$ cat src/rtl/psb_map.svh
// Constants of the pseudo-static RAM bus interface.
`ifndef PSB_MAP_SVH
`define PSB_MAP_SVH
// ==========================================
// Timing
`define PSB_INIT_TIME_US      150
`define PSB_CLK_MHZ           100
`define PSB_INIT_CYCLES       (`PSB_INIT_TIME_US * `PSB_CLK_MHZ)
`define PSB_ACCESS_CYCLES     7
`define PSB_PAGE_CYCLES       3
// ==========================================
// Configuration register fields and reset values
`define PSB_BCR_BURST_BIT     15
`define PSB_BCR_WAIT_POL_BIT  10
`define PSB_RCR_PAGE_BIT      7
`define PSB_RCR_DPD_BIT       4
`define PSB_BCR_RESET         16'h9D1F
`define PSB_RCR_RESET         16'h0010
// ==========================================
// Configuration register select on the upper address bits
`define PSB_CFG_SEL_LSB       18
`define PSB_CFG_SEL_RCR       2'h0
`define PSB_CFG_SEL_BCR       2'h2
`endif

$ cat src/rtl/psb_pkg.sv
// Types of the pseudo-static RAM bus interface.
package psb_pkg;
  // ==========================================
  // Controller state
  typedef enum logic [4:0] {
    PSB_ST_INIT  = 5'h01,
    PSB_ST_IDLE  = 5'h02,
    PSB_ST_READ  = 5'h04,
    PSB_ST_WRITE = 5'h08,
    PSB_ST_DPD   = 5'h10
  } psb_state_t;

  // Strobes from the controller, all active low except the active-high configuration register select.
  typedef struct packed {
    logic ce_n;
    logic oe_n;
    logic we_n;
    logic low_byte_sel_n;
    logic high_byte_sel_n;
    logic addr_valid_n;
    logic cfg_reg_select;
  } psb_ctrl_t;

  typedef struct packed {
    psb_state_t  state;
    logic [13:0] init_cnt;
    logic [3:0]  acc_cnt;
    logic [22:0] addr;
    logic        page_open;
    logic [15:0] bus_config;
    logic [15:0] refresh_config;
    logic [15:0] wdata;
    logic [1:0]  wlanes;
    logic        wcfg;
    logic [15:0] dq_o;
    logic [1:0]  dq_oe;
    logic        wait_o;
    logic        wait_oe;
    logic        mem_we;
    logic [22:0] mem_addr;
    logic [15:0] mem_wdata;
    logic [1:0]  mem_be;
    logic        ready;
  } psb_regs_t;
endpackage

$ cat src/rtl/psb_iface.sv
// Asynchronous and page-mode bus interface of the pseudo-static RAM die.
//
// Functional notes
// - Read: CE, OE, byte enable low, WE high.
// - Write: CE, WE, byte enable low together.
// - Write ignores OE; data pins stay undriven.
// - Write data latched on first rising strobe.
// - Wait driven under chip select; controller ignores.
// - Asynchronous mode after power-up until reconfigured.
// - 150 us self-initialisation loads register defaults.
// - Page mode: low four address bits, faster.
// - Page reads only with refresh bit 7 set.
// - Writes never use page mode.
// - Byte enables pick data lanes.
// - Bus config bit 10 sets wait polarity.
// - Burst only when bus config bit 15 clear.
// - Chip select high: standby, outputs float.
// - Deep power-down holds until refresh config write; code leaves it on any config register write.
// - Config select write loads configuration register.
// - Both byte enables high: no data transfer.
`timescale 1ns/1ps
`include "psb_map.svh"

module psb_iface #(
  parameter int INIT_CYCLES   = `PSB_INIT_CYCLES,
  parameter int ACCESS_CYCLES = `PSB_ACCESS_CYCLES,
  parameter int PAGE_CYCLES   = `PSB_PAGE_CYCLES
) (
  // Clock and reset
  input  wire logic        I_CLK,
  input  wire logic        I_RST_N,
  // Controller strobes and address
  input  wire logic        I_CE_N,
  input  wire logic        I_OE_N,
  input  wire logic        I_WE_N,
  input  wire logic        I_LOW_BYTE_SEL_N,
  input  wire logic        I_HIGH_BYTE_SEL_N,
  input  wire logic        I_ADDR_VALID_N,
  input  wire logic        I_CFG_REG_SELECT,
  input  wire logic [22:0] I_ADDR,
  // Data pins
  input  wire logic [15:0] I_DQ,
  output logic      [15:0] O_DQ,
  output logic      [1:0]  O_DQ_OE,
  // Wait pin
  output logic             O_WAIT,
  output logic             O_WAIT_OE,
  // Array port
  input  wire logic [15:0] I_MEM_RDATA,
  output logic             O_MEM_WE,
  output logic      [22:0] O_MEM_ADDR,
  output logic      [15:0] O_MEM_WDATA,
  output logic      [1:0]  O_MEM_BE,
  // Status
  output logic             O_READY,
  output logic             O_DEEP_POWER_DOWN,
  output logic             O_BURST_MODE,
  output logic             O_PAGE_MODE
);

  // ==========================================
  // Parameter checks
  // Larger values would overflow the narrow counters held in the state struct.
  if (INIT_CYCLES < 1 || INIT_CYCLES > 16383 || ACCESS_CYCLES < 1 || ACCESS_CYCLES > 15 ||
      PAGE_CYCLES < 1 || PAGE_CYCLES > ACCESS_CYCLES) begin : g_param_check
    $error("psb_iface: unsupported timing parameters.");
  end

  // ==========================================
  // State
  psb_pkg::psb_regs_t r_reg;
  psb_pkg::psb_regs_t r_next;
  psb_pkg::psb_ctrl_t c;
  psb_pkg::psb_ctrl_t c_d_reg;
  logic [15:0]        lane_mask;
  logic               rd_req;
  logic               wr_act;
  logic               wr_end;
  logic               page_hit;

  function automatic logic [1:0] lanes(input psb_pkg::psb_ctrl_t s);
    lanes = {~s.high_byte_sel_n, ~s.low_byte_sel_n};
  endfunction

  assign c = '{I_CE_N, I_OE_N, I_WE_N, I_LOW_BYTE_SEL_N, I_HIGH_BYTE_SEL_N, I_ADDR_VALID_N, I_CFG_REG_SELECT};
  assign rd_req = !c.ce_n && !c.oe_n && c.we_n && (lanes(c) != 2'h0);
  assign wr_act = !c.ce_n && !c.we_n && (lanes(c) != 2'h0 || c.cfg_reg_select);
  // A rise of CE or WE, or of the last low byte enable in an array write, ends the write; the held copy keeps the pre-edge data.
  assign wr_end = r_reg.state == psb_pkg::PSB_ST_WRITE && !wr_act;
  assign page_hit = r_reg.page_open && r_reg.refresh_config[`PSB_RCR_PAGE_BIT] &&
                    I_ADDR[22:4] == r_reg.addr[22:4];
  assign lane_mask = {{8{r_reg.wlanes[1]}}, {8{r_reg.wlanes[0]}}};

  always_ff @(posedge I_CLK or negedge I_RST_N) begin
    if (!I_RST_N) begin
      c_d_reg <= '1;
    end else begin
      c_d_reg <= c;
    end
  end

  // ==========================================
  // Next state
  always_comb begin
    r_next = r_reg;
    r_next.mem_we = 1'b0;
    case (r_reg.state)
      psb_pkg::PSB_ST_INIT: begin
        r_next.init_cnt = r_reg.init_cnt + 14'h0001;
        if (r_reg.init_cnt == 14'(INIT_CYCLES - 1)) begin
          r_next.bus_config     = `PSB_BCR_RESET;
          r_next.refresh_config = `PSB_RCR_RESET;
          r_next.ready          = 1'b1;
          r_next.state          = psb_pkg::PSB_ST_IDLE;
        end
      end
      psb_pkg::PSB_ST_IDLE: begin
        r_next.acc_cnt = 4'h0;
        if (c.ce_n) begin
          r_next.page_open = 1'b0;
        end else if (wr_act) begin
          r_next.page_open = 1'b0;
          r_next.state     = psb_pkg::PSB_ST_WRITE;
        end else if (rd_req) begin
          r_next.state = psb_pkg::PSB_ST_READ;
        end
      end
      psb_pkg::PSB_ST_READ: begin
        r_next.acc_cnt = r_reg.acc_cnt + 4'h1;
        if (!rd_req) begin
          r_next.dq_oe = 2'h0;
          r_next.state = psb_pkg::PSB_ST_IDLE;
        end else if (I_ADDR != r_reg.addr) begin
          r_next.acc_cnt = 4'h0;
          r_next.dq_oe   = 2'h0;
          if (!page_hit) begin
            r_next.page_open = 1'b0;
          end
        end else if (r_reg.acc_cnt >= 4'(page_hit ? PAGE_CYCLES - 1 : ACCESS_CYCLES - 1)) begin
          r_next.dq_o      = I_MEM_RDATA;
          r_next.dq_oe     = lanes(c);
          r_next.page_open = 1'b1;
        end
        if (wr_act) begin
          r_next.dq_oe = 2'h0;
          r_next.state = psb_pkg::PSB_ST_WRITE;
        end
      end
      psb_pkg::PSB_ST_WRITE: begin
        r_next.dq_oe = 2'h0;
        if (wr_act) begin
          r_next.wdata  = I_DQ;
          r_next.wlanes = lanes(c);
          r_next.wcfg   = c.cfg_reg_select;
        end else begin
          r_next.state = psb_pkg::PSB_ST_IDLE;
          if (r_reg.wcfg) begin
            if (r_reg.addr[`PSB_CFG_SEL_LSB +: 2] == `PSB_CFG_SEL_BCR) begin
              r_next.bus_config = r_reg.addr[15:0];
            end else begin
              r_next.refresh_config = r_reg.addr[15:0];
            end
          end else if (r_reg.wlanes != 2'h0) begin
            r_next.mem_we    = 1'b1;
            r_next.mem_addr  = r_reg.addr;
            r_next.mem_wdata = r_reg.wdata & lane_mask;
            r_next.mem_be    = r_reg.wlanes;
          end
        end
      end
      psb_pkg::PSB_ST_DPD: begin
        r_next.page_open = 1'b0;
        if (wr_act && c.cfg_reg_select) begin
          r_next.state = psb_pkg::PSB_ST_WRITE;
        end
      end
      default: r_next.state = psb_pkg::PSB_ST_INIT;
    endcase
    // Address is caught on the rising edge of address valid or followed while it is low.
    if (!c.addr_valid_n || (c.addr_valid_n && !c_d_reg.addr_valid_n)) begin
      if (r_reg.state != psb_pkg::PSB_ST_WRITE || wr_act) begin
        r_next.addr = I_ADDR;
      end
    end
    // Deep power-down is entered at deselect when the refresh register requests it.
    if (r_reg.state == psb_pkg::PSB_ST_IDLE && c.ce_n &&
        r_reg.refresh_config[`PSB_RCR_DPD_BIT] == 1'b0) begin
      r_next.state = psb_pkg::PSB_ST_DPD;
    end
    if (r_next.state == psb_pkg::PSB_ST_DPD && wr_end) begin
      r_next.state = psb_pkg::PSB_ST_IDLE;
    end
    // Wait is driven, at the configured polarity, while selected; its level carries no meaning here.
    r_next.wait_oe = !c.ce_n && r_reg.ready && r_next.state != psb_pkg::PSB_ST_DPD;
    r_next.wait_o  = r_reg.bus_config[`PSB_BCR_WAIT_POL_BIT];
    if (c.ce_n || r_next.state == psb_pkg::PSB_ST_DPD) begin
      r_next.dq_oe = 2'h0;
    end
    // A new select always starts with a full access, so deselect closes the open page.
    if (c.ce_n) begin
      r_next.page_open = 1'b0;
    end
  end

  always_ff @(posedge I_CLK or negedge I_RST_N) begin
    if (!I_RST_N) begin
      r_reg       <= '0;
      r_reg.state <= psb_pkg::PSB_ST_INIT;
    end else begin
      r_reg <= r_next;
    end
  end

  // ==========================================
  // Outputs
  assign O_DQ              = r_reg.dq_o;
  assign O_DQ_OE           = r_reg.dq_oe;
  assign O_WAIT            = r_reg.wait_o;
  assign O_WAIT_OE         = r_reg.wait_oe;
  assign O_MEM_WE          = r_reg.mem_we;
  assign O_MEM_ADDR        = r_reg.mem_addr;
  assign O_MEM_WDATA       = r_reg.mem_wdata;
  assign O_MEM_BE          = r_reg.mem_be;
  assign O_READY           = r_reg.ready;
  assign O_DEEP_POWER_DOWN = r_reg.state == psb_pkg::PSB_ST_DPD;
  assign O_BURST_MODE      = r_reg.ready && !r_reg.bus_config[`PSB_BCR_BURST_BIT];
  assign O_PAGE_MODE       = r_reg.refresh_config[`PSB_RCR_PAGE_BIT];
endmodule

$ cat config.mk
export PLATFORM = sky130hd
export DESIGN_NAME = psb_iface
export DESIGN_NICKNAME = d
export VERILOG_FILES = /design/src/rtl/psb_pkg.sv /design/src/rtl/psb_iface.sv
export VERILOG_INCLUDE_DIRS = /design/src /design/src/rtl
export SDC_FILE = /design/constraint.sdc
export NUM_CORES = 1
export LEC_CHECK = 0
export BUFFER_PORTS_ARGS = -buffer_cell sky130_fd_sc_hd__buf_4
export CELL_PAD_IN_SITES_DETAIL_PLACEMENT = 1
export CELL_PAD_IN_SITES_GLOBAL_PLACEMENT = 2
export CORE_MARGIN = 2
export CORE_UTILIZATION = 38
export DETAILED_ROUTE_END_ITERATION = 12
export PLACE_DENSITY = 0.94
export SLEW_MARGIN = 20
export SYNTH_ARGS = -nofsm -noshare
export SYNTH_HDL_FRONTEND = slang
export SYNTH_SLANG_ARGS = --single-unit
export TNS_END_PERCENT = 1
$ cat constraint.sdc
create_clock -name I_CLK -period 4.7 [get_ports I_CLK]
set_input_delay 0.235 -clock I_CLK [delete_from_list [all_inputs] [get_ports I_CLK]]
set_output_delay 0.235 -clock I_CLK [all_outputs]
set_load 0.01 [all_outputs]
==> results_dict.tcl <==
set metrics [dict create \
    outcome "completed" \
    critical_path_required_ns 5.07 \
    power.switching_uw 845 \
    place_area_sq_um 6970 \
    ant_nets 0 \
    die-height_um 132 \
    maxSlewViolCount 0 \
    clock_path_buffers 2 \
    via_per_inst 4.91 \
    worstPathArrival_ns 3.46 \
    slew-limit-headroom_pct 28.9 \
    core_area_sq_um 16000 \
    fin_crit_ns 3.10 \
    grt_pass1_vias 4861 \
    internal_power_mw 2.47 \
    place_inst 847 \
    path_max_fanout 43 \
    p_per_area_nw_per_um2 433 \
    n_fill_cell 1772 \
    crit_type "register to register" \
    end_kind "register" \
    fmax_mhz 323 \
    grt_max_degree 82 \
    drive_gt1_share_pct 33.7 \
    finalCritPeriodShare_pct 65.9 \
    antenna_found_initial 0 \
    syn_to_final_growth_pct 22.3 \
    cts_setup_buffers 0 \
    maxCapViolations 0 \
    synth_warnings 0 \
    vdd_ir_drop_max_mv 0.257 \
    yosysTopAreaCell "dfrtp_1" \
    hp-class "input port to register" \
    hpwl_mm 10.9 \
    yosys.cell_types.count 52 \
    io_buffers 129 \
    routed_wirelength_mm 15.6 \
    synth_most_common_cell "dfrtp_1" \
    cts_tree "built" \
    hold_viol_final 0 \
    cts.sinks 134 \
    antenna_cells 0 \
    start_util_pct 39.1 \
    synthArstFlopShare_pct 100 \
    rsz0062_at_grt "no" \
    whs_ns 0.0204 \
    cts-buffers-inserted 17 \
    drt_first_iter_violations 184 \
    yosys_most_used_dff "dfrtp_1" \
    multi_input_area_sq_um 2330 \
    power_frac_clock_pct 44.9 \
    grt_pass1_wl_mm 25.5 \
    netlist_instances 579 \
    syn_avg_cell_area_sq_um 10.8 \
    syn-num-nets 647 \
    netlist_top_cells_area "dfrtp_1, mux2_2, nand2_1, buf_4, xor2_1" \
    globalRoute.totalOverflow 0 \
    final_cell_area_sq_um 7660 \
    synth_edf_count 0 \
    rows 46 \
    grt_usage_pct 18.6 \
    ctsRootBufferMaster "clkbuf_16" \
    p_seq_share_pct 41.7 \
    synth_top_area_share_pct 52.7 \
    p_leak_nw 3.88 \
    num_vias 4328 \
    routedWlPerCell_um 17.7 \
    clk_pin_slew_ns 0.06 \
    insertion_delay_ns 0.43 \
    drt_first_pass_iters 4 \
    critPathLaunchType "register" \
    place.gp.congestion 0.867 \
    comb_power_share_pct 13.4 \
    register_area_sq_um 3360 \
    setup_viol 0 \
    fin_setup_tns_ns 0 \
    fin_cells 881 \
    synthesis.area_sq_um 6260 \
    worst_pin_slew_ns 1.06 \
    ys_ff_latch 134 \
    worst_clock_skew_ns 0.00776 \
    dieArea_sq_um 17500 \
    yosysSeqAreaShare_pct 53.6 \
    io_pins 130 \
    swShare_pct 25.5 \
    drc 0 \
    yosys-top-cells-count "dfrtp_1, nand2_1, buf_4" \
    die_w_um 132 \
    nNetsFinal 720 \
    htreeDepth 4 \
    largest_reg_flops 66 \
]
## area by class of cell
class | instances | share of cell area (%)
flip-flops and latches | 134 | 43.8
repair buffers | 133 | 13.2
well taps | 216 | 3.53
multi-input cells | 360 | 30.5
inverters | 6 | 0.311
clock inverters | 12 | 2.58
clock buffers | 20 | 6.10
## power groups by stage
| stage | clock network (mW) | registers [mW] | logic [mW] |
|---|---|---|---|
| after CTS | 1.51 | 1.38 | 0.452 |
| after global placement | 0 | 1.39 | 0.421 |
| after detailed placement | 0 | 1.40 | 0.442 |
| final | 1.49 | 1.38 | 0.444 |
| after global routing | 1.56 | 1.40 | 0.491 |
| after floorplan | 0 | 1.36 | 0.314 |
## timing repair
| action | 4_1_cts | 5_1_grt |
|---|---|---|
| hold buffers | 2 | 0 |
| gates resized for setup | 0 | 0 |
| endpoints found under the hold margin | 81 | 0 |
## metrics by stage
stage,power (mW),utilization (%),worst slack (ns)
5_1_grt,3.46,47.8,1.36
4_1_cts,3.35,47.8,1.54
3_3_place_gp,1.81,43.5,1.62
6_report,3.32,47.8,1.60
3_5_place_dp,1.84,43.5,1.54
2_1_floorplan,1.68,-,2.22
## routing by layer
layer / part of all wire [%] / vias up / track usage (%)
li1: - / 2026 / -
met5: 0 / - / 0
met2: 53 / 99 / 32.3
met1: 41 / 2183 / 22.0
met4: 1.6 / 0 / 7.17
met3: 5.1 / 20 / 5.07
## critical path, cell delays in order (launching register included)
cell and delay (ns):
dfrtp_1 0.44, or2_1 0.30, nor4b_2 0.22, buf_4 0.22, o21ai_1 0.14, or3_2 0.85, clkinv_2 0.58, nand3_1 0.17
nand2_1 0.09
## layout by cell type (no fill, tap or decap), types with 3 or more instances in the layout
| master | netlist | layout |
|---|---|---|
| xor2_1 | 22 | 22 |
| clkbuf_16 | 0 | 17 |
| nand2_1 | 131 | 131 |
| mux2_2 | 50 | 50 |
| inv_1 | 5 | 5 |
| nor3_1 | 9 | 9 |
| ha_1 | 4 | 4 |
| o31ai_1 | 3 | 3 |
| o22a_1 | 3 | 3 |
| a21o_1 | 3 | 3 |
| nor2_1 | 18 | 18 |
| bufinv_16 | 0 | 5 |
| clkinv_2 | 1 | 4 |
| dfrtp_1 | 132 | 132 |
| clkbuf_8 | 0 | 3 |
| nand3_1 | 20 | 20 |
| a21oi_1 | 10 | 10 |
| and3_1 | 5 | 5 |
| o21ai_0 | 5 | 5 |
| nand4_1 | 6 | 6 |
| buf_4 | 61 | 130 |
| mux2_1 | 6 | 6 |
| nor3b_1 | 5 | 5 |
| xnor2_1 | 14 | 14 |
| nor2b_1 | 6 | 5 |
| nor4_1 | 5 | 5 |
## cells by family after synthesis
group                    synth area share (%)
XOR/XNOR                                 5.03
AO/OA/AOI/OAI                            4.28
buffers and inverters                    9.27
multiplexers                             10.2
AND/OR/NAND/NOR                          16.8
flip-flops                               53.6
adder cells (fa/ha/maj)                 0.799
## path summary, 6_finish.rpt
check | start | end | slack (ns) | cells after the start
worst min-delay path | I_MEM_RDATA[5] | O_DQ[5] | 0.02 | 2
min in group asynchronous | I_RST_N | O_MEM_WDATA[5] | 0.42 | 2
max in group asynchronous | I_RST_N | O_DQ[2] | 3.07 | 3
worst min register to register | r_next[44] | O_WAIT | 0.39 | 0
worst max-delay path | r_reg[157] | O_MEM_WDATA[0] | 1.60 | 8
worst max register to register | r_reg[157] | O_MEM_WDATA[0] | 1.60 | 8
No activity file was read; power rests on OpenSTA's default activity.
